**src/core/sild8_pkg.sv**
```systemverilog
// Package: widths, timing constants and carrier types for the latched driver
package sild8_pkg;
    localparam int unsigned STAGES         = 8;
    localparam int unsigned CLK_PERIOD_NS  = 50;
    // Far-side minimum timings, kept for documentation only; no check or model uses them
    localparam int unsigned SCLK_MIN_NS    = 150;
    localparam int unsigned STB_MIN_NS     = 100;
    localparam int unsigned CLK2STB_MIN_NS = 30;
    localparam int unsigned SCLK_MIN_CYC   = (SCLK_MIN_NS + CLK_PERIOD_NS - 1) / CLK_PERIOD_NS;
    localparam int unsigned STB_MIN_CYC    = (STB_MIN_NS + CLK_PERIOD_NS - 1) / CLK_PERIOD_NS;
    localparam int unsigned CLK2STB_CYC    = (CLK2STB_MIN_NS + CLK_PERIOD_NS - 1) / CLK_PERIOD_NS;
    localparam logic [7:0]  SHIFT_RST      = 8'h00;
    localparam logic [7:0]  LATCH_RST      = 8'h00;

    // Pin group driven by the controller
    typedef struct packed {
        logic serial_in;
        logic shift_clk;
        logic latch_load;
        logic out_disable;
    } sild8_pins_t;
endpackage

```
**src/core/sild8_driver.sv**
```systemverilog
// Eight-stage serial-in latched driver, sampled in the system clock domain
`timescale 1ns/1ps
module sild8_driver #(
    parameter int unsigned N = sild8_pkg::STAGES
) (
    input  wire logic             clk,
    input  wire logic             rstn,
    input  wire sild8_pkg::sild8_pins_t pins,
    output logic                  serial_out,
    output logic [N-1:0]          sink_on
);
    // Two-stage synchronisers; first stage feeds only the second
    sild8_pkg::sild8_pins_t meta;
    sild8_pkg::sild8_pins_t sync;
    logic                   sclk_prev;
    logic [N-1:0]           shift;
    logic [N-1:0]           latch;
    logic                   sclk_rise;

    // Shift edges seen since reset, saturating at the stage count
    localparam int unsigned FILL_W = $clog2(N + 1);
    logic [FILL_W-1:0]      stage_fill;

    always_ff @(posedge clk or negedge rstn) begin
        if (!rstn) begin
            meta <= '0;
            sync <= '0;
        end else begin
            meta <= pins;
            sync <= meta;
        end
    end

    always_ff @(posedge clk or negedge rstn) begin
        if (!rstn) begin
            sclk_prev <= 1'b0;
        end else begin
            sclk_prev <= sync.shift_clk;
        end
    end

    // Edge detect on the synced level; the previous value resets to the idle low
    // level of the pin, so no false edge appears when reset is released
    assign sclk_rise = sync.shift_clk & ~sclk_prev;

    // stage fill count
    // Only used by the checks below; it proves a bit needs eight edges to reach the end
    always_ff @(posedge clk or negedge rstn) begin
        if (!rstn) begin
            stage_fill <= '0;
        end else if (sclk_rise && (stage_fill < FILL_W'(N))) begin
            stage_fill <= FILL_W'(stage_fill + 1'b1);
        end
    end

    always_ff @(posedge clk or negedge rstn) begin
        if (!rstn) begin
            shift <= N'(sild8_pkg::SHIFT_RST);
        end else if (sclk_rise) begin
            shift <= {shift[N-2:0], sync.serial_in};
        end
    end

    always_ff @(posedge clk or negedge rstn) begin
        if (!rstn) begin
            serial_out <= 1'b0;
        end else if (sclk_rise) begin
            serial_out <= shift[N-2];
        end
    end

    // transparent latches
    // Latch follows the shift value seen this cycle; one cycle behind a shift
    always_ff @(posedge clk or negedge rstn) begin
        if (!rstn) begin
            latch <= N'(sild8_pkg::LATCH_RST);
        end else if (sync.latch_load) begin
            latch <= shift;
        end
    end

    // output gating
    // Registered so the drivers never glitch while the latch and gate change together
    always_ff @(posedge clk or negedge rstn) begin
        if (!rstn) begin
            sink_on <= '0;
        end else if (sync.out_disable) begin
            sink_on <= '0;
        end else begin
            sink_on <= latch;
        end
    end

    AST_SHIFT_IN: assert property (@(posedge clk) disable iff (!rstn)
        sclk_rise |=> shift[0] == $past(sync.serial_in))
        else $error("first stage missed serial data");

    AST_SHIFT_MOVE: assert property (@(posedge clk) disable iff (!rstn)
        sclk_rise |=> shift[N-1:1] == $past(shift[N-2:0]))
        else $error("stages did not advance");

    AST_SOUT_LAST: assert property (@(posedge clk) disable iff (!rstn)
        serial_out == shift[N-1])
        else $error("serial out not last stage");

    AST_SHIFT_HOLD: assert property (@(posedge clk) disable iff (!rstn)
        !sclk_rise |=> $stable(shift))
        else $error("shift changed without clock edge");

    AST_LATCH_LOAD: assert property (@(posedge clk) disable iff (!rstn)
        sync.latch_load |=> latch == $past(shift))
        else $error("latch did not copy stages");

    AST_LATCH_HOLD: assert property (@(posedge clk) disable iff (!rstn)
        !sync.latch_load |=> $stable(latch))
        else $error("latch changed while closed");

    AST_DISABLE_OFF: assert property (@(posedge clk) disable iff (!rstn)
        sync.out_disable |=> sink_on == '0)
        else $error("driver on while disabled");

    AST_ENABLE_SHOW: assert property (@(posedge clk) disable iff (!rstn)
        !sync.out_disable |=> sink_on == $past(latch))
        else $error("driver does not show latch");

    AST_DISABLE_KEEP: assert property (@(posedge clk) disable iff (!rstn)
        sync.out_disable && !sync.latch_load |=> $stable(latch))
        else $error("disable disturbed latches");

    AST_SYNC_TRACK: assert property (@(posedge clk) disable iff (!rstn)
        sync == $past(meta))
        else $error("second sync stage lost a sample");

    AST_RISE_SINGLE: assert property (@(posedge clk) disable iff (!rstn)
        sclk_rise |=> !sclk_rise)
        else $error("one clock edge counted twice");

    AST_RISE_SOURCE: assert property (@(posedge clk) disable iff (!rstn)
        sclk_rise |-> !$past(sync.shift_clk))
        else $error("edge seen without a low level before");

    AST_RISE_LEVEL: assert property (@(posedge clk) disable iff (!rstn)
        !sync.shift_clk |-> !sclk_rise)
        else $error("edge seen while shift clock low");

    AST_SOUT_STEP: assert property (@(posedge clk) disable iff (!rstn)
        sclk_rise |=> serial_out == $past(shift[N-2]))
        else $error("serial out did not take next stage");

    AST_SOUT_HOLD: assert property (@(posedge clk) disable iff (!rstn)
        !sclk_rise |=> $stable(serial_out))
        else $error("serial out moved without clock edge");

    // Reset leaves zeros in every stage, so the end stays low until eight edges pass
    AST_SOUT_EMPTY: assert property (@(posedge clk) disable iff (!rstn)
        (stage_fill < FILL_W'(N)) |-> !serial_out)
        else $error("bit reached serial out too early");

    AST_LATCH_SOURCE: assert property (@(posedge clk) disable iff (!rstn)
        $changed(latch) |-> $past(sync.latch_load))
        else $error("latch changed without strobe");

    AST_LOAD_SHIFT_KEEP: assert property (@(posedge clk) disable iff (!rstn)
        sync.latch_load && !sclk_rise |=> $stable(shift))
        else $error("strobe disturbed shift stages");

    AST_DISABLE_SHIFT_KEEP: assert property (@(posedge clk) disable iff (!rstn)
        sync.out_disable && !sclk_rise |=> $stable(shift))
        else $error("disable disturbed shift stages");

    AST_SINK_STEADY: assert property (@(posedge clk) disable iff (!rstn)
        !sync.out_disable ##1 (!sync.out_disable && $stable(latch)) |=> $stable(sink_on))
        else $error("driver moved with steady latch");

    AST_SINK_SUBSET: assert property (@(posedge clk) disable iff (!rstn)
        1'b1 |=> (sink_on & ~$past(latch)) == '0)
        else $error("driver on for a latched zero");

    AST_SINK_ANY_ON: assert property (@(posedge clk) disable iff (!rstn)
        !sync.out_disable && (latch != '0) |=> sink_on != '0)
        else $error("latched one left driver off");
endmodule

```
**config.mk**
```make
export PLATFORM = sky130hd
export DESIGN_NAME = sild8_driver
export DESIGN_NICKNAME = d
export VERILOG_FILES = /design/src/core/sild8_pkg.sv /design/src/core/sild8_driver.sv
export SDC_FILE = /design/constraint.sdc
export NUM_CORES = 1
export LEC_CHECK = 0
export ABC_AREA = 1
export BUFFER_PORTS_ARGS = -buffer_cell sky130_fd_sc_hd__buf_2
export CORE_MARGIN = 3
export CORE_UTILIZATION = 37
export CTS_CLUSTER_SIZE = 14
export DETAILED_ROUTE_END_ITERATION = 10
export PLACE_DENSITY = 0.56
export REMOVE_ABC_BUFFERS = 1
export SLEW_MARGIN = 40
export SYNTH_ARGS = -nofsm -noshare
export SYNTH_HDL_FRONTEND = slang
export SYNTH_SLANG_ARGS = --single-unit
```
**constraint.sdc**
```tcl
create_clock -name clk -period 1.5 [get_ports clk]
set_input_delay 0.3 -clock clk [delete_from_list [all_inputs] [get_ports clk]]
set_output_delay 0.3 -clock clk [all_outputs]
set_load 0.1 [all_outputs]
```
==> impl_metrics.prom, run 1 <==
# TYPE chip_impl_metric gauge
chip_impl_info{name="run_status",value="finished clean"} 1
chip_impl_metric{name="route.detailed.wl_per_inst",unit="microns"} 10.84
chip_impl_info{name="setup.worst_path.end_class",value="output pin"} 1
chip_impl_metric{name="clkLatencyLatePin",unit="ps"} 330
chip_impl_metric{name="drc_errors",unit=""} 0
chip_impl_metric{name="insertedDiodeCount",unit=""} 0
chip_impl_metric{name="final_period_minus_worst_setup_slack",unit="ps"} 1448
chip_impl_metric{name="crit_path_max_incr_delay",unit="ps"} 430
chip_impl_metric{name="hold_violations",unit=""} 0
chip_impl_metric{name="io_pins",unit=""} 15
chip_impl_info{name="unrepaired_setup_endpoints_after_global_routing",value="no"} 1
chip_impl_info{name="regToRegStartpoint",value="sync[2]$_DFF_PN0_"} 1
chip_impl_metric{name="number_of_global_route_vias_before_repair",unit=""} 627
chip_impl_metric{name="power_density",unit="mW/mm^2"} 1625
chip_impl_info{name="cts_tree",value="yes"} 1
chip_impl_metric{name="drt_first_pass_iters",unit=""} 4
chip_impl_metric{name="post_synthesis_area_per_instance",unit="sq um"} 11.65
chip_impl_metric{name="crit_fanout",unit=""} 3
chip_impl_info{name="critical_path_start_end_classification",value="flip-flop to output pin"} 1
chip_impl_info{name="clock_tree.root_cell",value="sky130_fd_sc_hd__clkbuf_4"} 1
chip_impl_metric{name="pre_cts_slack",unit="ps"} 418.5
chip_impl_info{name="timing.hold.worst_endpoint",value="meta[1]$_DFF_PN0_"} 1
chip_impl_info{name="worst_hold_startpoint",value="pins[1]"} 1
chip_impl_metric{name="arrival",unit="ps"} 1150
chip_impl_metric{name="path_clk_slew",unit="ps"} 100
chip_impl_metric{name="fillers",unit=""} 268
chip_impl_metric{name="cts_buffers",unit=""} 5
chip_impl_metric{name="synth_cell_area",unit="sq mm"} 0.001095
chip_impl_metric{name="worstHoldPathCells",unit=""} 1
chip_impl_metric{name="buffer_depth_of_the_longest_clock_path",unit=""} 2
chip_impl_metric{name="rows",unit=""} 19
chip_impl_metric{name="p_leak",unit="nW"} 0.6836
chip_impl_metric{name="final_period_util",unit=""} 0.9650
chip_impl_metric{name="fp.dieH",unit="microns"} 60.40
chip_impl_info{name="cpLargestDelayFamily",value="buffers and inverters"} 1
chip_impl_metric{name="totalNegativeSetupSlack",unit="ps"} 0
chip_impl_metric{name="max-vdd-ir-drop",unit="V"} 0.001218
chip_impl_metric{name="dp.final_hpwl",unit="mm"} 1.029
chip_impl_metric{name="globalRouteOverflowTotal",unit=""} 0
chip_impl_metric{name="starting_density",unit=""} 0.3936
chip_impl_metric{name="nNetsFinal",unit=""} 120
chip_impl_metric{name="synth_register_bits",unit=""} 33
chip_impl_metric{name="largest_clock_skew_in_the_final_design",unit="ps"} 5.309
chip_impl_metric{name="worst-r2r-setup-slack",unit="ps"} 580
chip_impl_metric{name="die_area",unit="sq mm"} 0.003648
chip_impl_metric{name="initial_drt_markers",unit=""} 13
chip_impl_metric{name="drive_above_1_share",unit=""} 0.2087
chip_impl_metric{name="die_width",unit="microns"} 60.40
chip_impl_metric{name="worst_margin_slew",unit="ps"} 483.5
chip_impl_metric{name="clock_sink_count",unit=""} 33
chip_impl_metric{name="post_synth_inst_count",unit=""} 94
chip_impl_metric{name="yosysWarnings",unit=""} 0
chip_impl_metric{name="grt_start_max_net_pins",unit=""} 34
chip_impl_metric{name="synth-seq-area-share",unit=""} 0.7543
chip_impl_metric{name="count_of_port_buffers_added_during_placement",unit=""} 14
chip_impl_metric{name="maxSlewHeadroom",unit=""} 0.6799
chip_impl_metric{name="route.vias.total",unit=""} 679
chip_impl_metric{name="htree_num_levels",unit=""} 2
chip_impl_metric{name="grtUsageTotal",unit=""} 0.1102
chip_impl_metric{name="rr_worst_depth",unit=""} 3
chip_impl_metric{name="fin_cells",unit=""} 146
chip_impl_metric{name="fmax",unit="MHz"} 690.8
chip_impl_info{name="crit_path_cell_trace",value="buf_2"} 1
chip_impl_metric{name="path_buf_inv",unit=""} 1
chip_impl_metric{name="routabilityCongestion",unit=""} 0.6710
chip_impl_metric{name="post_drt_via_cell_ratio",unit=""} 4.651
chip_impl_metric{name="slew_viol_final",unit=""} 0
chip_impl_metric{name="post_cts_buffers",unit=""} 0
chip_impl_info{name="crit_path_top_delay_cell",value="sky130_fd_sc_hd__buf_2"} 1
chip_impl_metric{name="grt_first_pass_wirelength",unit="mm"} 2.766
chip_impl_info{name="worst_setup_path_start_kind",value="flip-flop"} 1
chip_impl_info{name="timing.rr.end",value="shift[6]$_DFFE_PN0P_"} 1
chip_impl_metric{name="timing.final.ws_setup",unit="ps"} 52.49
chip_impl_metric{name="floorplan.core_area",unit="sq mm"} 0.002781
chip_impl_metric{name="worst_ep_required_time",unit="ps"} 1200
chip_impl_metric{name="drt.antenna.violating_nets",unit=""} 0
chip_impl_metric{name="maxCapViolCount",unit=""} 0
chip_impl_metric{name="numPlacedInstances",unit=""} 137
chip_impl_metric{name="timing.final.setup_violations",unit=""} 0
chip_impl_metric{name="routed_wirelength",unit="mm"} 1.582
chip_impl_metric{name="antenna_found_initial",unit=""} 0
chip_impl_info{name="hold_class",value="input port to flip-flop"} 1
chip_impl_metric{name="synth_cell_types",unit=""} 11
chip_impl_metric{name="area_added_between_synthesis_and_finish",unit="%"} 18.29
-- Yosys cell counts --
| cell type | number | area [sq um] |
|---|---|---|
| sky130_fd_sc_hd__inv_2 | 1 | 3.750 |
| sky130_fd_sc_hd__nand2_1 | 24 | 90.09 |
| sky130_fd_sc_hd__nand3_1 | 8 | 40.04 |
| sky130_fd_sc_hd__buf_6 | 1 | 11.26 |
| sky130_fd_sc_hd__buf_2 | 1 | 5.000 |
| sky130_fd_sc_hd__o21ai_0 | 8 | 40.04 |
| sky130_fd_sc_hd__dfrtp_1 | 33 | 825.8 |
| sky130_fd_sc_hd__nand2_4 | 1 | 11.26 |
| sky130_fd_sc_hd__buf_4 | 1 | 7.510 |
| sky130_fd_sc_hd__nor2_1 | 8 | 30.03 |
| sky130_fd_sc_hd__inv_1 | 8 | 30.03 |
-- cells by family (layout without fill, tap and decap cells) --
kind of cell           Yosys count  after routing  share of synthesized area
AND/OR/NAND/NOR                 41             41                     0.1566
buffers and inverters           12             33                    0.05257
flip-flops                      33             33                     0.7543
AO/OA/AOI/OAI                    8              8                    0.03657
-- where the power goes --
part | internal (W) | total (W) | switching [W]
Clock | 0.000398 | 0.000681 | 0.000283
Combinational | 0.0000699 | 0.000364 | 0.000294
Sequential | 0.00100 | 0.00106 | 0.0000596
-- repair_timing --
action | 4_1_cts | 5_1_grt
endpoints found under the hold margin | 33 | 0
gates resized for setup | 0 | 0
hold buffers | 1 | 0
-- metrics by stage --
step,utilization,hold WS [ps],power [W],area (sq um)
CTS,0.4656,50.62,0.002138,1295
finish,0.4656,68.13,0.002105,1295
global route,0.4656,35.67,0.002218,1295
detailed placement,0.4314,267.9,0.001448,1200
global placement,0.4314,266.9,0.001434,1200
floorplan,-,4.409,0.001353,1071
-- cell type report --
| class | count | area, sq um | share of cell area |
|---|---|---|---|
| flip-flops and latches | 33 | 825.8 | 0.6377 |
| multi-input cells | 49 | 211.5 | 0.1633 |
| repair buffers | 16 | 100.1 | 0.07729 |
| clock buffers | 7 | 55.05 | 0.04251 |
| well taps | 31 | 38.79 | 0.02995 |
| inverters | 9 | 33.78 | 0.02609 |
| clock inverters | 1 | 30.03 | 0.02319 |
-- worst max path at each step --
stage | startpoint | endpoint | slack, ps | cells after the start
finish | shift[7]$_DFFE_PN0P_ | serial_out | 50 | 1
floorplan | shift[7]$_DFFE_PN0P_ | serial_out | 290 | 0
global route | shift[7]$_DFFE_PN0P_ | serial_out | 8 | 1
global placement | shift[7]$_DFFE_PN0P_ | serial_out | 430 | 1
CTS | shift[7]$_DFFE_PN0P_ | serial_out | 30 | 1
detailed placement | shift[7]$_DFFE_PN0P_ | serial_out | 420 | 1
-- cells in the final DEF, fill, tap and decap left out, drive strengths merged --
cell type	count
bufinv	1
buf	15
nand2	25
nor2	8
dfrtp	33
dlygate4sd3	1
o21ai	8
clkbuf	7
inv	9
nand3	8
-- state kept, by name, summed over array words and instances (netlist names) --
signal / count
latch: 8
shift: 8
sink_on: 8
meta: 4
sync: 4
sclk_prev: 1
-- layer usage --
| metal | GRT usage | part of all wire |
|---|---|---|
| met1 | 0.1264 | 0.44 |
| met2 | 0.1590 | 0.46 |
| met3 | 0.07021 | 0.076 |
| met4 | 0.05696 | 0.023 |
| met5 | 0 | 0 |
No activity file was read; power rests on OpenSTA's default activity.
==> run 2: changes to the inputs <==
CORE_UTILIZATION = 40   (was 37)
PLACE_DENSITY = 0.6   (was 0.56)
==> impl_metrics.prom, run 2 (synthesis results as in run 1) <==
# TYPE chip_impl_metric gauge
chip_impl_metric{name="final_period_util",unit=""} 0.9112
chip_impl_metric{name="io_pins",unit=""} 15
chip_impl_info{name="unrepaired_setup_endpoints_after_global_routing",value="no"} 1
chip_impl_info{name="layout_commonest_cell",value="sky130_fd_sc_hd__dfrtp_1"} 1
chip_impl_info{name="regToRegStartpoint",value="sync[2]$_DFF_PN0_"} 1
chip_impl_info{name="crit_path_top_delay_cell",value="sky130_fd_sc_hd__buf_2"} 1
chip_impl_metric{name="critical_path_stages",unit=""} 1
chip_impl_metric{name="maxSlewHeadroom",unit=""} 0.6772
chip_impl_metric{name="power_switching_share",unit=""} 0.3157
chip_impl_metric{name="worst-r2r-setup-slack",unit="ps"} 580
chip_impl_metric{name="initial_drt_markers",unit=""} 15
chip_impl_metric{name="drt.antenna.violating_nets",unit=""} 0
chip_impl_info{name="worst_setup_path_endpoint",value="sink_on[4]"} 1
chip_impl_info{name="timing.rr.end",value="shift[5]$_DFFE_PN0P_"} 1
chip_impl_metric{name="post_drt_via_cell_ratio",unit=""} 4.579
chip_impl_metric{name="cell_internal_pwr",unit="W"} 0.001340
chip_impl_metric{name="drive_above_1_share",unit=""} 0.2174
chip_impl_metric{name="buffer_depth_of_the_longest_clock_path",unit=""} 2
chip_impl_metric{name="drt_first_pass_iters",unit=""} 4
chip_impl_metric{name="area_added_between_synthesis_and_finish",unit="%"} 15.89
chip_impl_metric{name="power_density",unit="mW/mm^2"} 1544
chip_impl_metric{name="grt_start_max_net_pins",unit=""} 34
chip_impl_metric{name="clkLatencyLatePin",unit="ps"} 310
chip_impl_metric{name="grtUsageTotal",unit=""} 0.1090
chip_impl_metric{name="globalRouteOverflowTotal",unit=""} 0
chip_impl_info{name="worst_setup_path_start_kind",value="flip-flop"} 1
chip_impl_metric{name="share_of_power_burned_in_the_clock_network",unit=""} 0.275
chip_impl_metric{name="route.vias.total",unit=""} 664
chip_impl_metric{name="utilization",unit=""} 0.4985
chip_impl_metric{name="timing.final.setup_violations",unit=""} 0
chip_impl_info{name="setup.worst_path.end_class",value="output pin"} 1
chip_impl_metric{name="storage_cell_area",unit="sq um"} 825.8
chip_impl_info{name="crit_path_cell_trace",value="buf_2"} 1
chip_impl_metric{name="antenna_found_initial",unit=""} 0
chip_impl_metric{name="starting_density",unit=""} 0.4302
chip_impl_metric{name="nNetsFinal",unit=""} 120
chip_impl_metric{name="die_width",unit="microns"} 58.32
chip_impl_metric{name="worst_ep_required_time",unit="ps"} 1200
chip_impl_metric{name="p_sw",unit="W"} 0.0006184
chip_impl_info{name="critical_path_start_end_classification",value="flip-flop to output pin"} 1
chip_impl_metric{name="rr_worst_depth",unit=""} 3
chip_impl_info{name="final_cell_mix",value="33 x sky130_fd_sc_hd__dfrtp_1, 24 x sky130_fd_sc_hd__nand2_1, 13 x sky130_fd_sc_hd__buf_2"} 1
chip_impl_metric{name="p_leak",unit="nW"} 0.6744
chip_impl_metric{name="hold_violations",unit=""} 0
chip_impl_info{name="cts_tree",value="yes"} 1
chip_impl_metric{name="crit_fanout",unit=""} 1
chip_impl_metric{name="fp.dieH",unit="microns"} 58.32
chip_impl_info{name="largest_registers",value="latch: 8 flops, shift: 8 flops, sink_on: 8 flops"} 1
chip_impl_info{name="run_status",value="finished clean"} 1
chip_impl_metric{name="clock_sink_count",unit=""} 33
chip_impl_info{name="cpLargestDelayFamily",value="buffers and inverters"} 1
chip_impl_metric{name="die_area",unit="sq mm"} 0.003401
chip_impl_metric{name="htree_num_levels",unit=""} 2
chip_impl_metric{name="path_clk_slew",unit="ps"} 100
chip_impl_metric{name="crit_path_max_incr_delay",unit="ps"} 420
chip_impl_metric{name="maxCapViolCount",unit=""} 0
chip_impl_metric{name="largest_clock_skew_in_the_final_design",unit="ps"} 10.19
chip_impl_metric{name="fin_cells",unit=""} 145
chip_impl_metric{name="totalNegativeSetupSlack",unit="ps"} 0
chip_impl_info{name="setup.worst_path.start",value="sink_on[4]$_DFF_PN0_"} 1
chip_impl_metric{name="routabilityCongestion",unit=""} 0.7346
chip_impl_metric{name="floorplan.core_area",unit="sq mm"} 0.002545
chip_impl_metric{name="routed_wirelength",unit="mm"} 1.457
chip_impl_metric{name="fmax",unit="MHz"} 731.6
chip_impl_info{name="hold_class",value="input port to flip-flop"} 1
chip_impl_metric{name="max-vdd-ir-drop",unit="V"} 0.0008977
chip_impl_metric{name="number_of_global_route_vias_before_repair",unit=""} 625
chip_impl_metric{name="drc_errors",unit=""} 0
chip_impl_metric{name="dp.final_hpwl",unit="microns"} 974
chip_impl_metric{name="cts_buffers",unit=""} 5
chip_impl_metric{name="insertedDiodeCount",unit=""} 0
chip_impl_metric{name="rows",unit=""} 18
chip_impl_metric{name="fillers",unit=""} 242
chip_impl_metric{name="finalPower",unit="W"} 0.001959
chip_impl_metric{name="grt_first_pass_wirelength",unit="mm"} 2.732
chip_impl_metric{name="worst_margin_slew",unit="ps"} 487.5
chip_impl_info{name="clock_tree.root_cell",value="sky130_fd_sc_hd__clkbuf_4"} 1
chip_impl_metric{name="arrival",unit="ps"} 1070
chip_impl_metric{name="path_buf_inv",unit=""} 1
chip_impl_metric{name="numPlacedInstances",unit=""} 136
chip_impl_metric{name="combPwrFrac",unit=""} 0.184
chip_impl_metric{name="final_period_minus_worst_setup_slack",unit="ps"} 1367
chip_impl_metric{name="route.detailed.wl_per_inst",unit="microns"} 10.05
chip_impl_metric{name="slew_viol_final",unit=""} 0
chip_impl_metric{name="count_of_port_buffers_added_during_placement",unit=""} 14
chip_impl_metric{name="seq_power_share",unit=""} 0.541
chip_impl_metric{name="multi_input_area",unit="sq um"} 211.5
-- run 2: changes by cell type in the layout (fill, tap and decap cells not counted), sizes merged --
cell,delta
clkinv,+1
clkbuf,+1
buf,-1
bufinv,-1
-- run 2: power groups by stage --
stage	combinational (W)	clock [W]	sequential [W]
2_1_floorplan	0.0000854	0	0.00127
3_3_place_gp	0.000356	0	0.00107
3_5_place_dp	0.000360	0	0.00108
4_1_cts	0.000364	0.000562	0.00106
5_1_grt	0.000395	0.000608	0.00108
6_report	0.000360	0.000539	0.00106
-- run 2: metal layers --
| layer | vias to the layer above | part of all wire | track usage |
|---|---|---|---|
| met5 | - | 0 | 0 |
| met4 | 0 | 0.0096 | 0.03974 |
| met3 | 2 | 0.058 | 0.05921 |
| met2 | 14 | 0.46 | 0.1579 |
| met1 | 320 | 0.47 | 0.1379 |
| li1 | 328 | - | - |
-- run 2: how the worst min path moves through the flow --
| stage | from | to | depth (start not counted) |
|---|---|---|---|
| finish | pins[1] | meta[1]$_DFF_PN0_ | 1 |
| global route | pins[2] | meta[2]$_DFF_PN0_ | 1 |
| CTS | pins[3] | meta[3]$_DFF_PN0_ | 1 |
| detailed placement | meta[1]$_DFF_PN0_ | sync[1]$_DFF_PN0_ | 0 |
| global placement | meta[1]$_DFF_PN0_ | sync[1]$_DFF_PN0_ | 0 |
| floorplan | rstn | latch[0]$_DFFE_PN0P_ | 0 |
-- run 2: metrics by stage --
step	hold slack (ps)	area (sq um)	setup WS, ps
after detailed placement	334.7	1186	427.4
after global placement	333.0	1186	438.3
after CTS	77.88	1266	61.90
after floorplan	4.409	1071	287.8
final	93.68	1269	133.2
after global routing	58.18	1269	71.40
-- run 2: area by class of cell --
| type | instances | share of cell area |
|---|---|---|
| Clock buffer | 7 | 0.05128 |
| Sequential cell | 33 | 0.6509 |
| Inverter | 9 | 0.02663 |
| Tap cell | 30 | 0.02959 |
| Timing Repair Buffer | 16 | 0.07101 |
| Clock inverter | 1 | 0.003945 |
| Multi-Input combinational cell | 49 | 0.1667 |
-- run 2: timing repair --
action,CTS,global route
hold buffers,1,0
hold endpoints to repair,10,0
buffers inserted,0,0
resized for setup,0,1
endpoints found under the setup margin,0,1
==> run 3: changes to the inputs <==
==> constraint.sdc (replaced) <==
create_clock -name clk -period 1.7 [get_ports clk]
set_input_delay 0.085 -clock clk [delete_from_list [all_inputs] [get_ports clk]]
set_output_delay 0.085 -clock clk [all_outputs]
set_load 0.1 [all_outputs]
==> impl_metrics.prom, run 3 (synthesis results as in run 1) <==
# TYPE chip_impl_metric gauge
chip_impl_metric{name="die_area",unit="sq mm"} 0.003401
chip_impl_info{name="run_status",value="finished clean"} 1
chip_impl_metric{name="cts_buffers",unit=""} 5
chip_impl_metric{name="dp.final_hpwl",unit="microns"} 964.4
chip_impl_info{name="crit_path_top_delay_cell",value="sky130_fd_sc_hd__buf_2"} 1
chip_impl_info{name="setup.worst_path.end_class",value="output pin"} 1
chip_impl_metric{name="pre_cts_slack",unit="ps"} 807.0
chip_impl_metric{name="number_of_global_route_vias_before_repair",unit=""} 627
chip_impl_metric{name="drive_above_1_share",unit=""} 0.1880
chip_impl_metric{name="utilization",unit=""} 0.5044
chip_impl_metric{name="numPlacedInstances",unit=""} 135
chip_impl_metric{name="count_of_port_buffers_added_during_placement",unit=""} 14
chip_impl_metric{name="combPwrFrac",unit=""} 0.191
chip_impl_metric{name="share_of_power_burned_in_the_clock_network",unit=""} 0.252
chip_impl_metric{name="power_switching_share",unit=""} 0.3207
chip_impl_info{name="unrepaired_setup_endpoints_after_global_routing",value="no"} 1
chip_impl_metric{name="totalNegativeSetupSlack",unit="ps"} 0
chip_impl_metric{name="power_density",unit="mW/mm^2"} 1307
chip_impl_metric{name="clock_sink_count",unit=""} 33
chip_impl_metric{name="grt_util_met3",unit=""} 0.06798
chip_impl_metric{name="largest_clock_skew_in_the_final_design",unit="ps"} 5.154
chip_impl_metric{name="nNetsFinal",unit=""} 123
chip_impl_metric{name="crit_path_max_incr_delay",unit="ps"} 440
chip_impl_metric{name="worst-r2r-setup-slack",unit="ps"} 800
chip_impl_metric{name="path_buf_inv",unit=""} 1
chip_impl_metric{name="starting_density",unit=""} 0.4302
chip_impl_metric{name="clkLatencyLatePin",unit="ps"} 320
chip_impl_info{name="gr-max-usage-layer",value="met2"} 1
chip_impl_metric{name="final_period_util",unit=""} 0.7168
chip_impl_metric{name="area_added_between_synthesis_and_finish",unit="%"} 17.26
chip_impl_metric{name="max-vdd-ir-drop",unit="V"} 0.0007258
chip_impl_metric{name="arrival",unit="ps"} 1130
chip_impl_info{name="hold_class",value="input port to asynchronous set/reset pin"} 1
chip_impl_metric{name="io_pins",unit=""} 15
chip_impl_metric{name="slew_viol_final",unit=""} 0
chip_impl_metric{name="htree_num_levels",unit=""} 2
chip_impl_metric{name="initial_drt_markers",unit=""} 9
chip_impl_metric{name="grtUsageTotal",unit=""} 0.1116
chip_impl_metric{name="drt.antenna.violating_nets",unit=""} 0
chip_impl_metric{name="rows",unit=""} 18
chip_impl_metric{name="grt_start_max_net_pins",unit=""} 34
chip_impl_info{name="crit_path_cell_trace",value="buf_2"} 1
chip_impl_metric{name="final_period_minus_worst_setup_slack",unit="ps"} 1219
chip_impl_info{name="layout_commonest_cell",value="sky130_fd_sc_hd__dfrtp_1"} 1
chip_impl_info{name="critical_path_start_end_classification",value="flip-flop to output pin"} 1
chip_impl_info{name="largest_registers",value="latch: 8 flops, shift: 8 flops, sink_on: 8 flops"} 1
chip_impl_metric{name="fin_cells",unit=""} 147
chip_impl_metric{name="grt_first_pass_wirelength",unit="mm"} 2.697
chip_impl_metric{name="route.detailed.wl_per_inst",unit="microns"} 9.973
chip_impl_metric{name="timing.final.setup_violations",unit=""} 0
chip_impl_metric{name="fp.dieH",unit="microns"} 58.32
chip_impl_metric{name="hold_violations",unit=""} 0
chip_impl_info{name="cpLargestDelayFamily",value="buffers and inverters"} 1
chip_impl_metric{name="grt_met1_use",unit=""} 0.1272
chip_impl_metric{name="groute.layer.met2.usage",unit=""} 0.1627
chip_impl_metric{name="maxCapViolCount",unit=""} 0
chip_impl_metric{name="p_leak",unit="nW"} 0.6768
chip_impl_metric{name="globalRouteOverflowTotal",unit=""} 0
chip_impl_metric{name="drt_first_pass_iters",unit=""} 3
chip_impl_metric{name="crit_fanout",unit=""} 3
chip_impl_info{name="cts_tree",value="yes"} 1
chip_impl_metric{name="worst_ep_required_time",unit="ps"} 1620
chip_impl_metric{name="worst_margin_slew",unit="ps"} 694.5
chip_impl_metric{name="route.vias.total",unit=""} 646
chip_impl_metric{name="floorplan.core_area",unit="sq mm"} 0.002545
chip_impl_metric{name="timing.final.ws_setup",unit="ps"} 481.4
chip_impl_metric{name="routabilityCongestion",unit=""} 0.6960
chip_impl_metric{name="antenna_found_initial",unit=""} 0
chip_impl_metric{name="die_width",unit="microns"} 58.32
chip_impl_metric{name="drc_errors",unit=""} 0
chip_impl_metric{name="post_drt_via_cell_ratio",unit=""} 4.395
chip_impl_info{name="worst_setup_path_start_kind",value="flip-flop"} 1
chip_impl_metric{name="cell_internal_pwr",unit="W"} 0.001140
chip_impl_metric{name="insertedDiodeCount",unit=""} 0
chip_impl_metric{name="path_clk_slew",unit="ps"} 90
chip_impl_metric{name="routed_wirelength",unit="mm"} 1.466
chip_impl_metric{name="p_sw",unit="W"} 0.0005382
chip_impl_metric{name="fmax",unit="MHz"} 820.6
chip_impl_info{name="clock_tree.root_cell",value="sky130_fd_sc_hd__clkbuf_4"} 1
chip_impl_metric{name="maxSlewHeadroom",unit=""} 0.5370
chip_impl_metric{name="buffer_depth_of_the_longest_clock_path",unit=""} 2
chip_impl_info{name="final_cell_mix",value="33 x sky130_fd_sc_hd__dfrtp_1, 24 x sky130_fd_sc_hd__nand2_1, 14 x sky130_fd_sc_hd__buf_2"} 1
chip_impl_metric{name="seq_power_share",unit=""} 0.557
-- run 3: cell count changes in the layout (fill, tap and decap cells not counted), sizes merged --
| cell | delta |
|---|---|
| dlygate4sd3 | +4 |
| clkinv | -1 |
| clkbuf | -1 |
-- run 3: final cells by class --
type                            instances  area (sq um)
Tap cell                               30         37.54
Fill cell                             236          1261
Clock buffer                            7         55.05
Timing Repair Buffer                   19         120.1
Inverter                                9         33.78
Sequential cell                        33         825.8
Multi-Input combinational cell         49         211.5
-- run 3: metrics by stage --
step / cell area, sq um / total power (W) / hold WS, ps
finish: 1284 / 0.001678 / 335.1
detailed placement: 1179 / 0.001269 / 179.5
global route: 1284 / 0.001784 / 365.4
floorplan: 1071 / 0.001194 / -210.6
CTS: 1284 / 0.001706 / 355.4
global placement: 1179 / 0.001264 / 170.1
-- run 3: worst reg2reg max path, delay by kind of cell (launching register included) --
kind / cells / cell delay [ps]
flops: 1 / 550
simple gates: 3 / 240
-- run 3: power groups by stage --
stage | sequential [W] | clock, W | combinational, W
after CTS | 0.000937 | 0.000443 | 0.000325
after global placement | 0.000951 | 0 | 0.000313
after floorplan | 0.00112 | 0 | 0.0000754
final | 0.000935 | 0.000424 | 0.000320
after global routing | 0.000951 | 0.000481 | 0.000352
after detailed placement | 0.000952 | 0 | 0.000316
-- run 3: repair_timing --
action / in CTS / in global routing
hold endpoints to repair: 37 / 0
gates resized for setup: 0 / 0
setup buffers: 0 / 0
hold buffers: 5 / 0
-- run 3: final timing paths --
| check | start | to | cells past startpoint |
|---|---|---|---|
| min in group clk | meta[1]$_DFF_PN0_ | sync[1]$_DFF_PN0_ | 0 |
| worst max register to register | sync[2]$_DFF_PN0_ | shift[5]$_DFFE_PN0P_ | 3 |
| worst max-delay path | shift[7]$_DFFE_PN0P_ | serial_out | 1 |
| max in group asynchronous | rstn | sync[3]$_DFF_PN0_ | 2 |
| worst min register to register | meta[1]$_DFF_PN0_ | sync[1]$_DFF_PN0_ | 0 |
| worst min-delay path | rstn | sink_on[2]$_DFF_PN0_ | 2 |
-- run 3: per-layer routing --
metal,vias to the layer above,wire (microns)
li1,338,-
met1,284,691
met2,18,619
met3,6,115
met4,0,40
met5,-,0
